<file path="config.mk">
export PLATFORM = sky130hd
export DESIGN_NAME = asq_top
export DESIGN_NICKNAME = d
export VERILOG_FILES = /design/src/rtl/asq_pkg.sv /design/src/rtl/asq_top.sv
export SDC_FILE = /design/constraint.sdc
export NUM_CORES = 1
export LEC_CHECK = 0
export ABC_AREA = 1
export BUFFER_PORTS_ARGS = -buffer_cell sky130_fd_sc_hd__buf_2
export CORE_AREA = 2 2 82 143
export DETAILED_ROUTE_END_ITERATION = 8
export DIE_AREA = 0 0 84 145
export PLACE_DENSITY = 0.75
export SLEW_MARGIN = 20
export SYNTH_ARGS = -nofsm -noshare
export SYNTH_HDL_FRONTEND = slang
export SYNTH_SLANG_ARGS = --single-unit
</file>
<file path="constraint.sdc">
create_clock -name clock_in -period 4.2 [get_ports clock_in]
set_clock_uncertainty 0.2 [all_clocks]
set_input_delay 0.21 -clock clock_in [delete_from_list [all_inputs] [get_ports clock_in]]
set_output_delay 0.21 -clock clock_in [all_outputs]
set_load 0.01 [all_outputs]
</file>
<file path="src/rtl/asq_pkg.sv">
package asq_pkg;

    // ****************************************************************
    // Register map (byte addresses, one aligned word each)
    // ****************************************************************
    localparam logic [7:0] OFS_CTRL_ONE  = 8'h00;
    localparam logic [7:0] OFS_CTRL_TWO  = 8'h04;
    localparam logic [7:0] OFS_CTRL_THREE = 8'h08;
    localparam logic [7:0] OFS_AUX_SEL   = 8'h0C;
    localparam logic [7:0] OFS_LEAD_SEL  = 8'h10;
    localparam logic [7:0] OFS_STATUS    = 8'h14;

    // ****************************************************************
    // Field positions
    // ****************************************************************
    localparam int C1_ON_BIT      = 15;
    localparam int C1_TWELVE_BIT  = 10;
    localparam int C1_TRIG_LSB    = 5;
    localparam int C1_AUTO_BIT    = 2;
    localparam int C1_ACQ_BIT     = 1;
    localparam int C1_DONE_BIT    = 0;
    localparam int C2_REF_LSB     = 13;
    localparam int C2_SCAN_BIT    = 10;
    localparam int C2_CNT_LSB     = 8;
    localparam int C2_HALF_BIT    = 7;
    localparam int C2_SPI_LSB     = 2;
    localparam int C2_SPLIT_BIT   = 1;
    localparam int C2_ALT_BIT     = 0;
    localparam int C3_RC_BIT      = 15;
    localparam int C3_TIME_LSB    = 8;

    // Writable masks; unimplemented bits read as zero
    localparam logic [15:0] C1_WMASK  = 16'hA7E6;
    localparam logic [15:0] C2_WMASK  = 16'hE73F;
    localparam logic [15:0] C3_WMASK  = 16'h9F3F;
    localparam logic [15:0] AUX_WMASK = 16'h0707;
    localparam logic [15:0] LEAD_WMASK = 16'h9F9F;
    localparam logic [15:0] REG_RESET = 16'h0000;

    // Conversion length in conversion clock periods (plain default)
    localparam logic [4:0]  CONV_TADS = 5'h0C;
    localparam logic [2:0]  TRIG_SOFT = 3'h0;
    localparam logic [2:0]  TRIG_AUTO = 3'h7;

    // Analog routing selection carried to the converter core
    typedef struct packed {
        logic [2:0] reference;
        logic [4:0] lead_pos;
        logic       lead_neg;
        logic [1:0] aux_neg;
        logic       aux_pos;
        logic [1:0] channels;
        logic       rc_clock;
    } asq_route_t;

endpackage

</file>
<file path="src/rtl/asq_top.sv">
`timescale 1ns/10ps
`default_nettype none

// Overview of operation
// (RULE1) Auto start set: sampling restarts after conversion and acquire bit self-sets.
// (RULE2) Acquire bit reads one while sampling, zero while holding.
// (RULE3) Trigger 000: software clearing acquire bit starts conversion.
// (RULE4) Other triggers: hardware clears acquire bit on trigger and converts; code 100 here never fires.
// (RULE5) Done bit set when conversion finishes; zero otherwise.
// (RULE6) Software may only clear done; clearing never disturbs conversion.
// (RULE7) Done bit cleared by hardware at each conversion start.
// (RULE8) Reference select: 001 ext pos, 010 ext neg, 011 both, else internal.
// (RULE9) Scan enable steps channel 0 positive input during Sample A.
// (RULE10) Channel count 1x four channels, 01 two, 00 one.
// (RULE11) Twelve-bit mode: channel count reads zero, one channel only.
// (RULE12) Fill-half flag shows which buffer half is being filled.
// (RULE13) Interrupt after every (N+1)th sequence.
// (RULE14) Split fill alternates halves per interrupt, else restart at zero.
// (RULE15) Alternate toggle swaps Sample A and B selects each sample.
// (RULE16) Clock select bit picks RC oscillator or system-derived clock.
// (RULE17) Auto sample time counts in conversion clock periods, 0 to 31.
// (RULE18) Conversion clock period is instruction cycle times divider plus one.
// (RULE19) Aux negative codes 00/01 pick negative reference; others reserved.
// (RULE20) Aux positive select picks input group 0-2 or 3-5.
// (RULE21) Lead negative select: one input 1, zero negative reference.
// (RULE22) Lead positive select gives the input number directly.
// (RULE23) Trigger 111: internal counter ends sampling after auto time.
// (RULE24) Software turns converter off before changing twelve-bit mode.
// (RULE25) Converter on bit enables module; off holds it idle.
// (RULE26) Interrupt flag at sequence-count completion, then count restarts.
module asq_top
(
    input  wire logic                 clock_in,
    input  wire logic                 arst_n_in,
    input  wire logic                 clk_en_in,
    input  wire logic                 psel_in,
    input  wire logic                 penable_in,
    input  wire logic                 pwrite_in,
    input  wire logic [7:0]           paddr_in,
    input  wire logic [31:0]          pwdata_in,
    input  wire logic [2:0]           ext_trigger_in,
    input  wire logic                 rc_tick_in,
    input  wire logic [5:0]           scan_inputs_in,
    output logic      [31:0]          prdata_out,
    output logic                      pready_out,
    output logic                      pslverr_out,
    output logic                      sampling_out,
    output logic                      convert_out,
    output logic                      sample_b_out,
    output logic      [3:0]           buf_index_out,
    output logic                      seq_irq_out,
    output asq_pkg::asq_route_t       route_out
);
    import asq_pkg::*;

    // ****************************************************************
    // Reset release
    // ****************************************************************
    logic rst_meta_ff;
    logic rst_n_ff;

    // Two stages so release never races the clock
    always_ff @(posedge clock_in or negedge arst_n_in)
    begin
        if (!arst_n_in)
        begin
            rst_meta_ff <= 1'b0;
            rst_n_ff    <= 1'b0;
        end
        else
        begin
            rst_meta_ff <= 1'b1;
            rst_n_ff    <= rst_meta_ff;
        end
    end

    // ****************************************************************
    // Declarations
    // ****************************************************************
    typedef enum logic [1:0] {ST_IDLE, ST_SAMPLE, ST_CONVERT} asq_state_t;

    asq_state_t  state_ff;
    asq_state_t  nxt_state;
    logic [15:0] ctrl1_ff;
    logic [15:0] ctrl2_ff;
    logic [15:0] ctrl3_ff;
    logic [15:0] aux_ff;
    logic [15:0] lead_ff;
    logic        done_ff;
    logic        half_ff;
    logic        alt_b_ff;
    logic [3:0]  seq_cnt_ff;
    logic [3:0]  buf_idx_ff;
    logic [2:0]  scan_pos_ff;
    logic [5:0]  div_cnt_ff;
    logic        tad_tick_ff;
    logic [4:0]  tad_cnt_ff;
    logic [31:0] prdata_ff;
    logic        pready_ff;
    logic        irq_ff;

    // ****************************************************************
    // Bus decode
    // ****************************************************************
    function automatic logic [15:0] merge(input logic [15:0] old,
                                         input logic [31:0] wd,
                                         input logic [15:0] msk);
        merge = (old & ~msk) | (wd[15:0] & msk);
    endfunction

    wire bus_setup  = psel_in && !penable_in;
    // Writes land in the access cycle, at the edge where ready is seen
    wire bus_access = psel_in && penable_in && pready_ff;
    wire wr_c1      = bus_access && pwrite_in && (paddr_in == OFS_CTRL_ONE);
    wire wr_c2      = bus_access && pwrite_in && (paddr_in == OFS_CTRL_TWO);
    wire wr_c3      = bus_access && pwrite_in && (paddr_in == OFS_CTRL_THREE);
    wire wr_aux     = bus_access && pwrite_in && (paddr_in == OFS_AUX_SEL);
    wire wr_lead    = bus_access && pwrite_in && (paddr_in == OFS_LEAD_SEL);
    wire mapped     = (paddr_in <= OFS_STATUS) && (paddr_in[1:0] == 2'b00);

    // Field views
    wire        conv_on   = ctrl1_ff[C1_ON_BIT];
    wire        twelve    = ctrl1_ff[C1_TWELVE_BIT];
    wire [2:0]  trig_sel  = ctrl1_ff[C1_TRIG_LSB +: 3];
    wire        auto_acq  = ctrl1_ff[C1_AUTO_BIT];
    wire        scan_en   = ctrl2_ff[C2_SCAN_BIT];
    wire [1:0]  chan_cnt  = twelve ? 2'b00 : ctrl2_ff[C2_CNT_LSB +: 2];     // RULE11
    wire [3:0]  seq_per   = ctrl2_ff[C2_SPI_LSB +: 4];
    wire        split     = ctrl2_ff[C2_SPLIT_BIT];
    wire        alt_on    = ctrl2_ff[C2_ALT_BIT];
    wire [4:0]  acq_time  = ctrl3_ff[C3_TIME_LSB +: 5];
    wire [5:0]  tad_div   = ctrl3_ff[5:0];

    // Acquire bit as software writes it
    wire        sw_acq_set = wr_c1 && pwdata_in[C1_ACQ_BIT] && !auto_acq;
    wire        sw_acq_end = wr_c1 && !pwdata_in[C1_ACQ_BIT] && (trig_sel == TRIG_SOFT);
    wire        sw_done_clr = wr_c1 && !pwdata_in[C1_DONE_BIT];

    // Conversion clock tick from system or RC source
    wire        tad_tick  = ctrl3_ff[C3_RC_BIT] ? rc_tick_in : tad_tick_ff; // RULE16

    // Trigger decode: software, external or auto counter
    wire        auto_end  = (trig_sel == TRIG_AUTO) && tad_tick
                            && (tad_cnt_ff >= acq_time);                    // RULE23
    // Code 100 would index past the three trigger lines, so it never fires
    wire        ext_end   = (trig_sel != TRIG_SOFT) && (trig_sel != TRIG_AUTO)
                            && (trig_sel[1:0] != 2'b00)
                            && ext_trigger_in[trig_sel[1:0] - 2'd1];
    wire        acq_end   = (state_ff == ST_SAMPLE)
                            && (sw_acq_end || auto_end || ext_end);         // RULE3 RULE4
    wire        conv_fin  = (state_ff == ST_CONVERT) && tad_tick
                            && (tad_cnt_ff == CONV_TADS);
    wire        seq_last  = conv_fin && (seq_cnt_ff == seq_per);            // RULE13

    // ****************************************************************
    // Sequencer next state
    // ****************************************************************
    always_comb
    begin
        nxt_state = state_ff;
        case (state_ff)
            ST_IDLE:
                if (conv_on && (auto_acq || sw_acq_set))                    // RULE1
                    nxt_state = ST_SAMPLE;
            ST_SAMPLE:
                if (acq_end)
                    nxt_state = ST_CONVERT;
            ST_CONVERT:
                if (conv_fin)
                    nxt_state = auto_acq ? ST_SAMPLE : ST_IDLE;             // RULE1
            default:
                nxt_state = ST_IDLE;
        endcase
        if (!conv_on)
            nxt_state = ST_IDLE;                                            // RULE25
    end

    // ****************************************************************
    // Registers written by software
    // ****************************************************************
    // Twelve-bit mode only changes while off, software keeps that order
    always_ff @(posedge clock_in or negedge rst_n_ff)
    begin
        if (!rst_n_ff)
        begin
            ctrl1_ff <= REG_RESET;
            ctrl2_ff <= REG_RESET;
            ctrl3_ff <= REG_RESET;
            aux_ff   <= REG_RESET;
            lead_ff  <= REG_RESET;
        end
        else if (clk_en_in)
        begin
            if (wr_c1)
                ctrl1_ff <= merge(ctrl1_ff, pwdata_in, C1_WMASK);           // RULE24
            if (wr_c2)
                ctrl2_ff <= merge(ctrl2_ff, pwdata_in, C2_WMASK);
            if (wr_c3)
                ctrl3_ff <= merge(ctrl3_ff, pwdata_in, C3_WMASK);
            if (wr_aux)
                aux_ff <= merge(aux_ff, pwdata_in, AUX_WMASK);
            if (wr_lead)
                lead_ff <= merge(lead_ff, pwdata_in, LEAD_WMASK);
        end
    end

    // ****************************************************************
    // Clock divider and period counter
    // ****************************************************************
    // Divider runs always so the tick stays periodic
    always_ff @(posedge clock_in or negedge rst_n_ff)
    begin
        if (!rst_n_ff)
        begin
            div_cnt_ff  <= 6'h00;
            tad_tick_ff <= 1'b0;
            tad_cnt_ff  <= 5'h00;
        end
        else if (clk_en_in)
        begin
            tad_tick_ff <= (div_cnt_ff >= tad_div);                         // RULE18
            div_cnt_ff  <= (div_cnt_ff >= tad_div) ? 6'h00 : div_cnt_ff + 6'd1;
            if (nxt_state != state_ff)
                tad_cnt_ff <= 5'h00;
            else if (tad_tick && tad_cnt_ff != 5'h1F)
                tad_cnt_ff <= tad_cnt_ff + 5'd1;                            // RULE17
        end
    end

    // ****************************************************************
    // Sequencer state, status and buffer position
    // ****************************************************************
    always_ff @(posedge clock_in or negedge rst_n_ff)
    begin
        if (!rst_n_ff)
        begin
            state_ff    <= ST_IDLE;
            done_ff     <= 1'b0;
            half_ff     <= 1'b0;
            alt_b_ff    <= 1'b0;
            seq_cnt_ff  <= 4'h0;
            buf_idx_ff  <= 4'h0;
            scan_pos_ff <= 3'h0;
            irq_ff      <= 1'b0;
        end
        else if (clk_en_in)
        begin
            state_ff <= nxt_state;
            irq_ff   <= seq_last;                                           // RULE26
            // Hardware set beats software clear
            if (conv_fin)
                done_ff <= 1'b1;                                            // RULE5
            else if (acq_end || sw_done_clr)
                done_ff <= 1'b0;                                            // RULE6 RULE7
            if (conv_fin)
            begin
                alt_b_ff    <= alt_on && !alt_b_ff;                         // RULE15
                // Scan advances on Sample A only and holds across Sample B
                scan_pos_ff <= !scan_en ? 3'h0 : (alt_b_ff ? scan_pos_ff : scan_pos_ff + 3'd1);
                seq_cnt_ff  <= seq_last ? 4'h0 : seq_cnt_ff + 4'd1;         // RULE26
                buf_idx_ff  <= buf_idx_ff + {2'b00, chan_cnt[1] ? 2'd3
                                              : {1'b0, chan_cnt[0]}} + 4'd1;
                if (seq_last)
                begin
                    half_ff    <= split && !half_ff;                        // RULE12 RULE14
                    buf_idx_ff <= (split && !half_ff) ? 4'h8 : 4'h0;        // RULE14
                end
            end
            if (!conv_on)
                seq_cnt_ff <= 4'h0;
        end
    end

    // ****************************************************************
    // Read mux and bus answer
    // ****************************************************************
    wire [15:0] c1_view = (ctrl1_ff & C1_WMASK & ~16'h0003)
                          | {14'h0000, state_ff == ST_SAMPLE, done_ff};     // RULE2
    wire [15:0] c2_view = {ctrl2_ff[15:10], chan_cnt, half_ff, 1'b0,
                           ctrl2_ff[5:0]};
    wire [15:0] rd_mux  = (paddr_in == OFS_CTRL_ONE)   ? c1_view :
                          (paddr_in == OFS_CTRL_TWO)   ? c2_view :
                          (paddr_in == OFS_CTRL_THREE) ? ctrl3_ff :
                          (paddr_in == OFS_AUX_SEL)    ? aux_ff :
                          (paddr_in == OFS_LEAD_SEL)   ? lead_ff :
                          (paddr_in == OFS_STATUS)     ? {12'h000, seq_cnt_ff} : 16'h0000;

    // Answer one cycle after setup: prepared during the setup cycle
    always_ff @(posedge clock_in or negedge rst_n_ff)
    begin
        if (!rst_n_ff)
        begin
            prdata_ff   <= 32'h0000_0000;
            pready_ff   <= 1'b0;
            pslverr_out <= 1'b0;
        end
        else if (clk_en_in)
        begin
            pready_ff   <= bus_setup;
            pslverr_out <= bus_setup && !mapped;
            if (bus_setup && !pwrite_in)
                prdata_ff <= {16'h0000, rd_mux};
        end
    end

    // ****************************************************************
    // Analog routing toward the converter core
    // ****************************************************************
    // Scan takes the input number straight from the scan position, Sample A only
    wire [4:0]  pos_a   = scan_en ? {2'b00, scan_pos_ff} : lead_ff[4:0];    // RULE9 RULE22
    wire        use_b   = alt_on && alt_b_ff;
    asq_route_t nxt_route;
    assign nxt_route.reference = ctrl2_ff[C2_REF_LSB +: 3];                 // RULE8
    assign nxt_route.lead_pos  = use_b ? lead_ff[12:8] : pos_a;             // RULE15
    assign nxt_route.lead_neg  = use_b ? lead_ff[15] : lead_ff[7];          // RULE21
    assign nxt_route.aux_neg   = twelve ? 2'b00 : (use_b ? aux_ff[10:9] : aux_ff[2:1]); // RULE19
    assign nxt_route.aux_pos   = !twelve && (use_b ? aux_ff[8] : aux_ff[0]); // RULE20
    assign nxt_route.channels  = chan_cnt;                                  // RULE10
    assign nxt_route.rc_clock  = ctrl3_ff[C3_RC_BIT];

    // Outputs registered so the core sees glitch-free controls
    always_ff @(posedge clock_in or negedge rst_n_ff)
    begin
        if (!rst_n_ff)
        begin
            sampling_out  <= 1'b0;
            convert_out   <= 1'b0;
            sample_b_out  <= 1'b0;
            buf_index_out <= 4'h0;
            route_out     <= '0;
        end
        else if (clk_en_in)
        begin
            sampling_out  <= (nxt_state == ST_SAMPLE);
            convert_out   <= (nxt_state == ST_CONVERT);
            sample_b_out  <= use_b;
            buf_index_out <= buf_idx_ff;
            route_out     <= nxt_route;
        end
    end

    assign prdata_out  = prdata_ff;
    assign pready_out  = pready_ff;
    assign seq_irq_out = irq_ff;

    // ****************************************************************
    // Checks
    // ****************************************************************
    wire scan_unused = ^scan_inputs_in;

    done_on_finish_a: assert property (@(posedge clock_in) disable iff (!rst_n_ff)
        clk_en_in && conv_fin |=> done_ff) else $error("done not set");     // RULE5
    done_clr_start_a: assert property (@(posedge clock_in) disable iff (!rst_n_ff)
        clk_en_in && acq_end && !conv_fin |=> !done_ff) else $error("done kept"); // RULE7
    sw_no_set_a: assert property (@(posedge clock_in) disable iff (!rst_n_ff)
        clk_en_in && !done_ff && !conv_fin |=> !done_ff) else $error("done set by sw"); // RULE6
    auto_restart_a: assert property (@(posedge clock_in) disable iff (!rst_n_ff)
        clk_en_in && conv_fin && auto_acq && conv_on |=> state_ff == ST_SAMPLE)
        else $error("no auto restart");                                     // RULE1
    soft_end_a: assert property (@(posedge clock_in) disable iff (!rst_n_ff)
        clk_en_in && state_ff == ST_SAMPLE && sw_acq_end && conv_on
        |=> state_ff == ST_CONVERT) else $error("soft end ignored");        // RULE3
    off_idle_a: assert property (@(posedge clock_in) disable iff (!rst_n_ff)
        clk_en_in && !conv_on |=> state_ff == ST_IDLE) else $error("runs while off"); // RULE25
    twelve_count_a: assert property (@(posedge clock_in) disable iff (!rst_n_ff)
        twelve |-> chan_cnt == 2'b00) else $error("count in twelve-bit");    // RULE11
    irq_pulse_a: assert property (@(posedge clock_in) disable iff (!rst_n_ff)
        clk_en_in && seq_last |=> irq_ff && seq_cnt_ff == 4'h0) else $error("irq missed"); // RULE13
    ready_next_a: assert property (@(posedge clock_in) disable iff (!rst_n_ff)
        clk_en_in && bus_setup |=> pready_ff) else $error("late ready");
    cv_convert_c: cover property (@(posedge clock_in) conv_fin);
    cv_irq_c: cover property (@(posedge clock_in) seq_last && split);
    cv_auto_c: cover property (@(posedge clock_in) auto_end);
    cv_alt_c: cover property (@(posedge clock_in) use_b && !scan_unused);
endmodule

`default_nettype wire

</file>
==> results of run 1 <==
## flip-flops by register name, summed over array words and instances (netlist names), 5 cells and up
name,flops
ctrl2_ff,12
ctrl3_ff,12
route_out,15
lead_ff,12
tad_cnt_ff,5
div_cnt_ff,6
ctrl1_ff,9
prdata_out,16
aux_ff,6
## final timing paths
path | start | endpoint | slack, ps | depth (start not counted)
setup / recovery | ctrl1_ff[5]$_DFFE_PN0P_ | tad_cnt_ff[4]$_DFFE_PN0P_ | 1790 | 14
hold / removal | pwdata_in[8] | lead_ff[8]$_DFFE_PN0P_ | 10 | 3
setup reg to reg | ctrl1_ff[5]$_DFFE_PN0P_ | tad_cnt_ff[4]$_DFFE_PN0P_ | 1790 | 14
hold reg to reg | rst_meta_ff$_DFF_PN0_ | rst_n_ff$_DFF_PN0_ | 150 | 0
max in group asynchronous | rst_n_ff$_DFF_PN0_ | tad_cnt_ff[3]$_DFFE_PN0P_ | 2610 | 1
min in group asynchronous | rst_n_ff$_DFF_PN0_ | route_out[9]$_DFFE_PN0P_ | 190 | 0
## power by group through the flow
stage	sequential (mW)	clock, mW	combinational, mW
6_report	1.28	1.61	0.265
4_1_cts	1.28	1.61	0.262
3_5_place_dp	1.29	0	0.247
3_3_place_gp	1.29	0	0.227
2_1_floorplan	1.29	0	0.161
5_1_grt	1.28	1.68	0.297
## area by class of cell
type	count	area share
tap	132	0.0224
sequential	122	0.414
timing repair buffer	101	0.0842
inverter	72	0.0370
clock buffer	22	0.0670
multi-input combinational	491	0.353
clock inverter	10	0.0221
## placed cells by master, fill, tap and decap left out, types with 5 or more instances in the layout
master | Yosys | routed
inv_1 | 66 | 66
o21ai_0 | 76 | 76
nor2_2 | 5 | 5
buf_4 | 16 | 8
clkbuf_16 | 0 | 17
buf_2 | 8 | 74
dlygate4sd3_1 | 0 | 19
dfrtp_1 | 122 | 121
nor2_1 | 47 | 47
o31ai_1 | 8 | 8
a21oi_1 | 27 | 27
xor2_1 | 13 | 13
a221oi_1 | 5 | 5
clkbuf_8 | 0 | 5
nand2_1 | 186 | 186
nand4_1 | 9 | 9
ha_1 | 21 | 21
conb_1 | 2 | 17
nand3_1 | 30 | 30
## per-stage QoR
| step | hold slack (ps) | setup WS [ps] |
|---|---|---|
| after floorplan | -286 | 349 |
| after global placement | -205 | 1950 |
| after detailed placement | -203 | 1840 |
| after CTS | 4.06 | 1810 |
| after global routing | 23.8 | 1620 |
| final | 11.4 | 1790 |
## kinds of logic (layout without fill, tap and decap cells)
family / count (synthesis) / after routing / synth area share
AO/OA/AOI/OAI: 136 / 136 / 0.130
other: 2 / 17 / 0.00124
AND/OR/NAND/NOR: 300 / 300 / 0.217
buffers and inverters: 109 / 205 / 0.0792
adder cells (fa/ha/maj): 22 / 22 / 0.0465
XOR/XNOR: 14 / 14 / 0.0202
flip-flops: 122 / 122 / 0.502
multiplexers: 2 / 2 / 0.00350
## what timing repair did
| item | CTS | global route |
|---|---|---|
| hold buffers | 19 | 0 |
| hold endpoints to repair | 47 | 0 |
| endpoints found under the setup margin | 0 | 0 |
| resized for setup | 0 | 0 |
## layer usage
layer / vias up / track usage
met5: - / 0
met4: 0 / 0.164
met3: 64 / 0.0569
met2: 283 / 0.502
met1: 2567 / 0.330
li1: 2481 / -
## critical path: stages, from the launching register on
cell,delay (ps)
dfrtp_1,430
inv_1,100
ha_1,340
or2_2,290
nand4_1,120
nand2_1,80
inv_2,60
nand3_1,70
nand2_1,110
nand2_1,70
nand2_1,90
nand3_2,120
nand2_1,110
nand3_1,90
nand2_1,70
==> results.ini, run 1 <==
[logic_synthesis]
synth_common_cells = nand2_1 (186), dfrtp_1 (122), o21ai_0 (76)
syn_area_um2 = 6080
synth_top_area_cell = dfrtp_1
netlist_instances = 707
yosys_register_bits = 122
yosysSeqAreaShare = 0.502
ys.flop_type = dfrtp_1
async_reset_ff_frac = 1.00
avgSynthCellArea_um2 = 8.60
synth_edf_count = 0
post-synth-top-count-cell = nand2_1
ys_warn_count = 0
ys_top_cells_by_area = dfrtp_1 (50%), nand2_1 (11%), o21ai_0 (6.3%)
synth_top_area_share = 0.502
ys_types = 51

[placement]
port_buffers = 74
dpl_cell_area_um2 = 6530
gp_congestion = 0.940
dpl.cell_count = 899
dp_hpwl_mm = 11.8

[floorplan]
start_util = 0.551
die_w_um = 84
die_h_um = 145
core_um2 = 11000
die_area_um2 = 12200
ios = 113
rows = 51

[power_and_ir_drop]
power_leakage_nw = 3.71
peakVddDrop_uv = 364
swShare = 0.241
power_density_nw_per_um2 = 427
clock_power_share = 0.511
p_sw_mw = 0.758
p_total_mw = 3.15
p_comb_frac = 0.084
p_seq_frac = 0.405
intPower_mw = 2.39

[global_routing]
grt_pass1_wl_mm = 27.6
grt_max_degree = 60
grt_use_total = 0.290
grt-ovfl-total = 0
antenna_found_initial = 0
grt_pass1_vias = 5557

[run]
maxCapViolCount = 0

[clock_network]
cts_setup_buffers = 0
clock_sinks = 122
clock_latency_ps = 430
clockBufferDepth = 2
cts.root.buffer_cell = clkbuf_16
htree_levels = 4
cts_inserted_buffers = 17
cts_tree = done
clkSlewWorstSetupHoldPaths_ps = 50

[sta]
slew_viol_final = 0
hold_viol_final = 0
fin_crit_ps = 2410
fin_setup_tns_ps = 0
min_period_over_period = 0.575
worst_pin_slew_ps = 782
setup_violations = 0
timing.fmax_ghz = 0.414
rsz0062_at_grt = false
slew_headroom = 0.478

[routing]
vias_per_cell = 5.68
drc = 0
wl_per_cell_um = 17.7
drt_first_pass_iters = 7
routed.top_layer = met4
drt_wl_total_mm = 16.8
m1WireLength_mm = 6.15
wl_met2_mm = 8.66
ant_nets = 0
dr_wl_met3_um = 992
drt-initial-drc-count = 409
vias = 5395

[setup_path]
worst-path-max-fanout = 5
startpoint_type = flop
required_ps = 4360
endpoint_kind = flop
critPathArrivalTime_ps = 2580
crit_type = flop to flop

[final_layout]
multi_input_area_um2 = 2600
drive_gt1_frac = 0.175
regArea_um2 = 3060
fill_cells = 918
syn2layout_area_growth_pct = 21.3
nets = 883
antenna_cells = 0
final_core_util = 0.668
finalNonFillerCells = 950
final_area_um2 = 7370

[outcome]
outcome = finished, final reports clean

[worst_hold_path]
holdCritPathClass = input port to flop

No activity file was read; power rests on OpenSTA's default activity.
==> inputs of run 2 (changes only) <==
--- a/config.mk
+++ b/config.mk
@@ -7,10 +7,10 @@
 export LEC_CHECK = 0
 export ABC_AREA = 1
 export BUFFER_PORTS_ARGS = -buffer_cell sky130_fd_sc_hd__buf_2
-export CORE_AREA = 2 2 82 143
+export CORE_AREA = 2 2 87 151
 export DETAILED_ROUTE_END_ITERATION = 8
-export DIE_AREA = 0 0 84 145
-export PLACE_DENSITY = 0.75
+export DIE_AREA = 0 0 89 153
+export PLACE_DENSITY = 0.71
 export SLEW_MARGIN = 20
 export SYNTH_ARGS = -nofsm -noshare
 export SYNTH_HDL_FRONTEND = slang
==> constraint.sdc (replaced) <==
create_clock -name clock_in -period 2.05 [get_ports clock_in]
set_clock_uncertainty 0.2 [all_clocks]
set_input_delay 0.1025 -clock clock_in [delete_from_list [all_inputs] [get_ports clock_in]]
set_output_delay 0.1025 -clock clock_in [all_outputs]
set_load 0.01 [all_outputs]
==> run 2 against run 1 <==
Net effect:
- the run now ends with setup timing left
- cell count up 8.3%
- non-clock buffer count up 44
- maximum frequency up 14%
- combinational power rose to 2.8 times the previous value
- critical path type unchanged
- highest routed layer unchanged
==> results.ini, run 2 (synthesis results as in run 1) <==
[outcome]
violations = setup timing
outcome = complete, but fails checks

[sta]
setup_violations = 4
worst_pin_slew_ps = 511
timing.fmax_ghz = 0.471
slew_viol_final = 0
hold_viol_final = 0
min_period_over_period = 1.03
worst_slack_ps = -71.5
rsz0062_at_grt = true
fin_crit_ps = 2120
slew_headroom = 0.660

[routing]
drc = 0
drt-initial-drc-count = 394
wl_per_cell_um = 17.2
vias = 5532
vias_per_cell = 5.38
drt_wl_total_mm = 17.7
ant_nets = 0
drt_first_pass_iters = 6

[power_and_ir_drop]
p_comb_frac = 0.116
peakVddDrop_uv = 744
p_sw_mw = 1.65
intPower_mw = 4.81
p_total_mw = 6.46
swShare = 0.255
p_seq_frac = 0.401
clock_power_share = 0.484
power_leakage_nw = 3.94
power_density_nw_per_um2 = 819

[setup_path]
r2r_setup_slack_ps = -70
worst-path-max-fanout = 5
endpoint_kind = flop
startpoint_type = flop
critPathArrivalTime_ps = 2280
crit_type = flop to flop
required_ps = 2210
r2r_cells = 14

[run]
maxCapViolCount = 0

[clock_network]
cts_tree = done
cts_inserted_buffers = 17
clock_latency_ps = 430
clockBufferDepth = 2
clock_sinks = 122
cts.root.buffer_cell = clkbuf_16
htree_levels = 4
clkSlewWorstSetupHoldPaths_ps = 60

[global_routing]
grt-ovfl-total = 0
grt_use_total = 0.273
grt_pass1_wl_mm = 28.2
grt_max_degree = 36
grt_pass1_vias = 5569
antenna_found_initial = 0

[placement]
port_buffers = 74
dp_hpwl_mm = 12.8
gp_congestion = 0.948

[floorplan]
rows = 54
die_h_um = 153
start_util = 0.489
die_w_um = 89
core_um2 = 12400
ios = 113
die_area_um2 = 13600

[final_layout]
largest_reg_flops = 16
antenna_cells = 0
syn2layout_area_growth_pct = 29.7
mostFrequentLayoutCells = nand2_1 (180), dfrtp_1 (120), o21ai_0 (74), buf_2 (74), inv_1 (57)
final_common_cell = nand2_1
nets = 927
fill_cells = 1063
final_core_util = 0.634
drive_gt1_frac = 0.244

[worst_hold_path]
hold_depth = 5
holdCritPathClass = input port to flop

-- run 2: critical path, stage by stage, from the launching register on --
cell     delay [ps]
dfrtp_1         390
inv_2            90
ha_4            200
or2_4           220
nand4_1          90
nand2_1          80
inv_2            80
nand3_2          90
nand2_2         120
nand2_2          60
nand2_2          80
nand3_4         130
nor2_4          120
nand2_1          60
nand2_1          50
-- run 2: power groups by stage --
stage	clock [mW]	combinational, mW	sequential (mW)
final	3.12	0.748	2.59
after floorplan	0	0.329	2.65
after CTS	3.14	0.694	2.59
after global placement	0	0.562	2.62
after detailed placement	0	0.594	2.62
after global routing	3.23	0.827	2.60
-- run 2: worst paths after layout --
check	startpoint	endpoint
min in group asynchronous	rst_n_ff$_DFF_PN0_	aux_ff[8]$_DFFE_PN0P_
setup / recovery	ctrl1_ff[6]$_DFFE_PN0P_	tad_cnt_ff[1]$_DFFE_PN0P_
hold reg to reg	rst_n_ff$_DFF_PN0_	aux_ff[8]$_DFFE_PN0P_
max in group asynchronous	rst_n_ff$_DFF_PN0_	ctrl2_ff[9]$_DFFE_PN0P_
hold / removal	psel_in	pslverr_out$_DFFE_PN0P_
setup reg to reg	ctrl1_ff[6]$_DFFE_PN0P_	tad_cnt_ff[1]$_DFFE_PN0P_
-- run 2: repair_timing --
action                                  4_1_cts  5_1_grt
endpoints found under the setup margin        7       27
pin swaps                                     9       16
endpoints found under the hold margin        61        0
setup buffers                                 3        3
gates resized for setup                      15       26
gates cloned                                  0        0
hold buffers                                 23        0
-- run 2: layout make-up --
| class | instances | area [um2] | area share |
|---|---|---|---|
| Sequential cell | 122 | 3060 | 0.388 |
| Multi-Input combinational cell | 491 | 2740 | 0.347 |
| Timing Repair Buffer | 145 | 993 | 0.126 |
| Clock buffer | 20 | 467 | 0.0592 |
| Inverter | 72 | 278 | 0.0352 |
| Tap cell | 168 | 210 | 0.0267 |
| Clock inverter | 11 | 145 | 0.0184 |
-- run 2: layer usage --
metal  share of wire  track usage
met5               0            0
met4           0.047        0.141
met3           0.050       0.0470
met2            0.53        0.478
met1            0.37        0.308
-- run 2: per-stage QoR --
step	setup slack, ps	TNS (ps)	std cells	hold slack, ps	cell area (um2)
3_5_place_dp	-126	-379	969	-310	6850
3_3_place_gp	-27.4	-53.7	969	-313	6850
4_1_cts	-59.6	-110	1026	78.1	7780
2_1_floorplan	28.4	0	722	-393	6140
5_1_grt	-192	-872	1029	127	7890
6_report	-71.5	-178	1029	72.2	7890
==> inputs of run 3 (changes only) <==
--- a/config.mk
+++ b/config.mk
@@ -7,10 +7,11 @@
 export LEC_CHECK = 0
 export ABC_AREA = 1
 export BUFFER_PORTS_ARGS = -buffer_cell sky130_fd_sc_hd__buf_2
-export CORE_AREA = 2 2 87 151
+export CORE_AREA = 2 2 81 141
+export CTS_BUF_LIST = sky130_fd_sc_hd__clkbuf_8
 export DETAILED_ROUTE_END_ITERATION = 8
-export DIE_AREA = 0 0 89 153
-export PLACE_DENSITY = 0.71
+export DIE_AREA = 0 0 83 143
+export PLACE_DENSITY = 0.77
 export SLEW_MARGIN = 20
 export SYNTH_ARGS = -nofsm -noshare
 export SYNTH_HDL_FRONTEND = slang
==> constraint.sdc (replaced) <==
create_clock -name clock_in -period 2 [get_ports clock_in]
set_clock_uncertainty 0.2 [all_clocks]
set_input_delay 0.1 -clock clock_in [delete_from_list [all_inputs] [get_ports clock_in]]
set_output_delay 0.1 -clock clock_in [all_outputs]
set_load 0.01 [all_outputs]
==> run 3 against run 2 <==
Net effect:
- sequential power increased by 2%
- die area shrank 13%
- register-to-register slack worse by 110 ps
- sequential cell count unchanged
- clock power down 29%
- sequential share of layout area increased by 1.1 points
- the flow still finishes with violations (setup timing)
- combinational power grew 4.1%
- cell count decreased by 3.1%
- first-iteration DRC count grew 4.1%
- core utilization increased by 8.2 points
- design area down 2.8%
==> results.ini, run 3 (synthesis results as in run 1) <==
[final_layout]
nets = 932
fill_cells = 849
final_common_cell = nand2_1
mostFrequentLayoutCells = nand2_1 (174), dfrtp_1 (121), o21ai_0 (74), buf_2 (74), inv_1 (58)
largest_reg_flops = 16
final_area_um2 = 7660
drive_gt1_frac = 0.254
syn2layout_area_growth_pct = 26.0
regArea_um2 = 3060
antenna_cells = 0
multi_input_area_um2 = 2740

[placement]
dp_hpwl_mm = 12.4
gp_congestion = 0.928
dpl_cell_area_um2 = 6850
port_buffers = 74

[worst_hold_path]
min_from = psel_in
min_to = pready_out$_DFFE_PN0P_
hold_depth = 5
holdCritPathClass = input port to flop

[setup_path]
r2r-start = ctrl3_ff[11]$_DFFE_PN0P_
cpPeakStageDelay_ps = 380
r2r_setup_slack_ps = -180
r2r_end = tad_cnt_ff[4]$_DFFE_PN0P_
critPathArrivalTime_ps = 2310
r2r_cells = 14
worst-path-max-fanout = 5
endpoint_kind = flop
crit_chain = inv_1 -> ha_4 -> nand2_1 -> inv_1 -> o21ai_1 -> nand3_1 -> nand2_2 -> nand3_2 -> nand2_2 -> nand3_1 -> nand3_4 -> nand2_2 -> nand3_1 -> nand2_1
startpoint_type = flop
crit_type = flop to flop
required_ps = 2130
slowest_stage = dfrtp_1

[clock_network]
htree_levels = 4
clock_sinks = 122
clkSlewWorstSetupHoldPaths_ps = 80
cts_inserted_buffers = 17
clock_latency_ps = 450
cts.root.buffer_cell = clkbuf_8
cts_tree = done
clockBufferDepth = 2

[sta]
fin_crit_ps = 2180
slew_viol_final = 0
hold_viol_final = 0
rsz0062_at_grt = true
worst_pin_slew_ps = 643
slew_headroom = 0.572
fin_setup_tns_ps = -475
min_period_over_period = 1.09
timing.fmax_ghz = 0.459
worst_slack_ps = -180
setup_violations = 7

[global_routing]
antenna_found_initial = 0
grt_use_total = 0.305
top_usage_layer = met2
grtUsageMet2 = 0.533
grt-ovfl-total = 0
grt_max_degree = 121
grt_pass1_wl_mm = 28.2
grt_pass1_vias = 5761
met3_usage = 0.0595
grt_use_met1 = 0.339

[routing]
vias = 5557
drt-initial-drc-count = 410
ant_nets = 0
vias_per_cell = 5.57
drc = 0
drt_wl_total_mm = 17.4
drt_first_pass_iters = 7
wl_per_cell_um = 17.4

[outcome]
violations = setup timing
outcome = complete, but fails checks

[power_and_ir_drop]
power_leakage_nw = 3.87
p_total_mw = 5.64
peakVddDrop_uv = 609
power_density_nw_per_um2 = 736

[floorplan]
ios = 113
core_um2 = 10700
start_util = 0.568
die_h_um = 143
die_area_um2 = 11900
die_w_um = 83
rows = 50

[run]
maxCapViolCount = 0

## run 3: cell type report
class	count	area share
Clock inverter	13	0.0188
Clock buffer	19	0.0341
Multi-Input combinational cell	491	0.357
Tap cell	130	0.0212
Inverter	72	0.0356
Sequential cell	122	0.399
Timing Repair Buffer	150	0.134
## run 3: layer usage
metal  up-vias  routed length (um)
met4         0                1120
met1      2648                6370
met3        81                 877
met2       243                9020
li1       2585                   -
met5         -                   0
## run 3: what timing repair did
action / CTS / global route
setup buffers: 4 / 3
endpoints found under the setup margin: 6 / 38
pin swaps: 17 / 18
hold buffers: 23 / 0
gates resized for setup: 11 / 27
endpoints found under the hold margin: 69 / 0
## run 3: stage by stage
step	setup slack (ps)	std cells	hold WS [ps]	utilization
after floorplan	2.91	722	-396	-
after global placement	-78.1	935	-316	0.640
after detailed placement	-166	935	-312	0.640
after CTS	-44.1	994	32.0	0.705
after global routing	-301	997	62.1	0.716
final	-180	997	29.6	0.716
## run 3: report_power, final
part	switching, mW	internal [mW]
registers	0.0866	2.55
logic	0.443	0.336
clock network	1.05	1.18
## run 3: worst max path at each step
stage | start | endpoint | cells past startpoint
6_report | ctrl3_ff[11]$_DFFE_PN0P_ | tad_cnt_ff[4]$_DFFE_PN0P_ | 14
5_1_grt | ctrl1_ff[5]$_DFFE_PN0P_ | tad_cnt_ff[4]$_DFFE_PN0P_ | 15
4_1_cts | tad_cnt_ff[2]$_DFFE_PN0P_ | tad_cnt_ff[4]$_DFFE_PN0P_ | 14
3_5_place_dp | ctrl1_ff[6]$_DFFE_PN0P_ | tad_cnt_ff[4]$_DFFE_PN0P_ | 14
3_3_place_gp | ctrl1_ff[6]$_DFFE_PN0P_ | tad_cnt_ff[1]$_DFFE_PN0P_ | 14
2_1_floorplan | ctrl1_ff[6]$_DFFE_PN0P_ | tad_cnt_ff[1]$_DFFE_PN0P_ | 14
## run 3: worst max-delay path, delay by kind of cell, from the launching register on
| family | cells | cell delay [ps] |
|---|---|---|
| simple gates | 10 | 970 |
| flops | 1 | 380 |
| fa+ha+maj | 1 | 220 |
| buf+inv | 2 | 200 |
| compound gates | 1 | 90 |
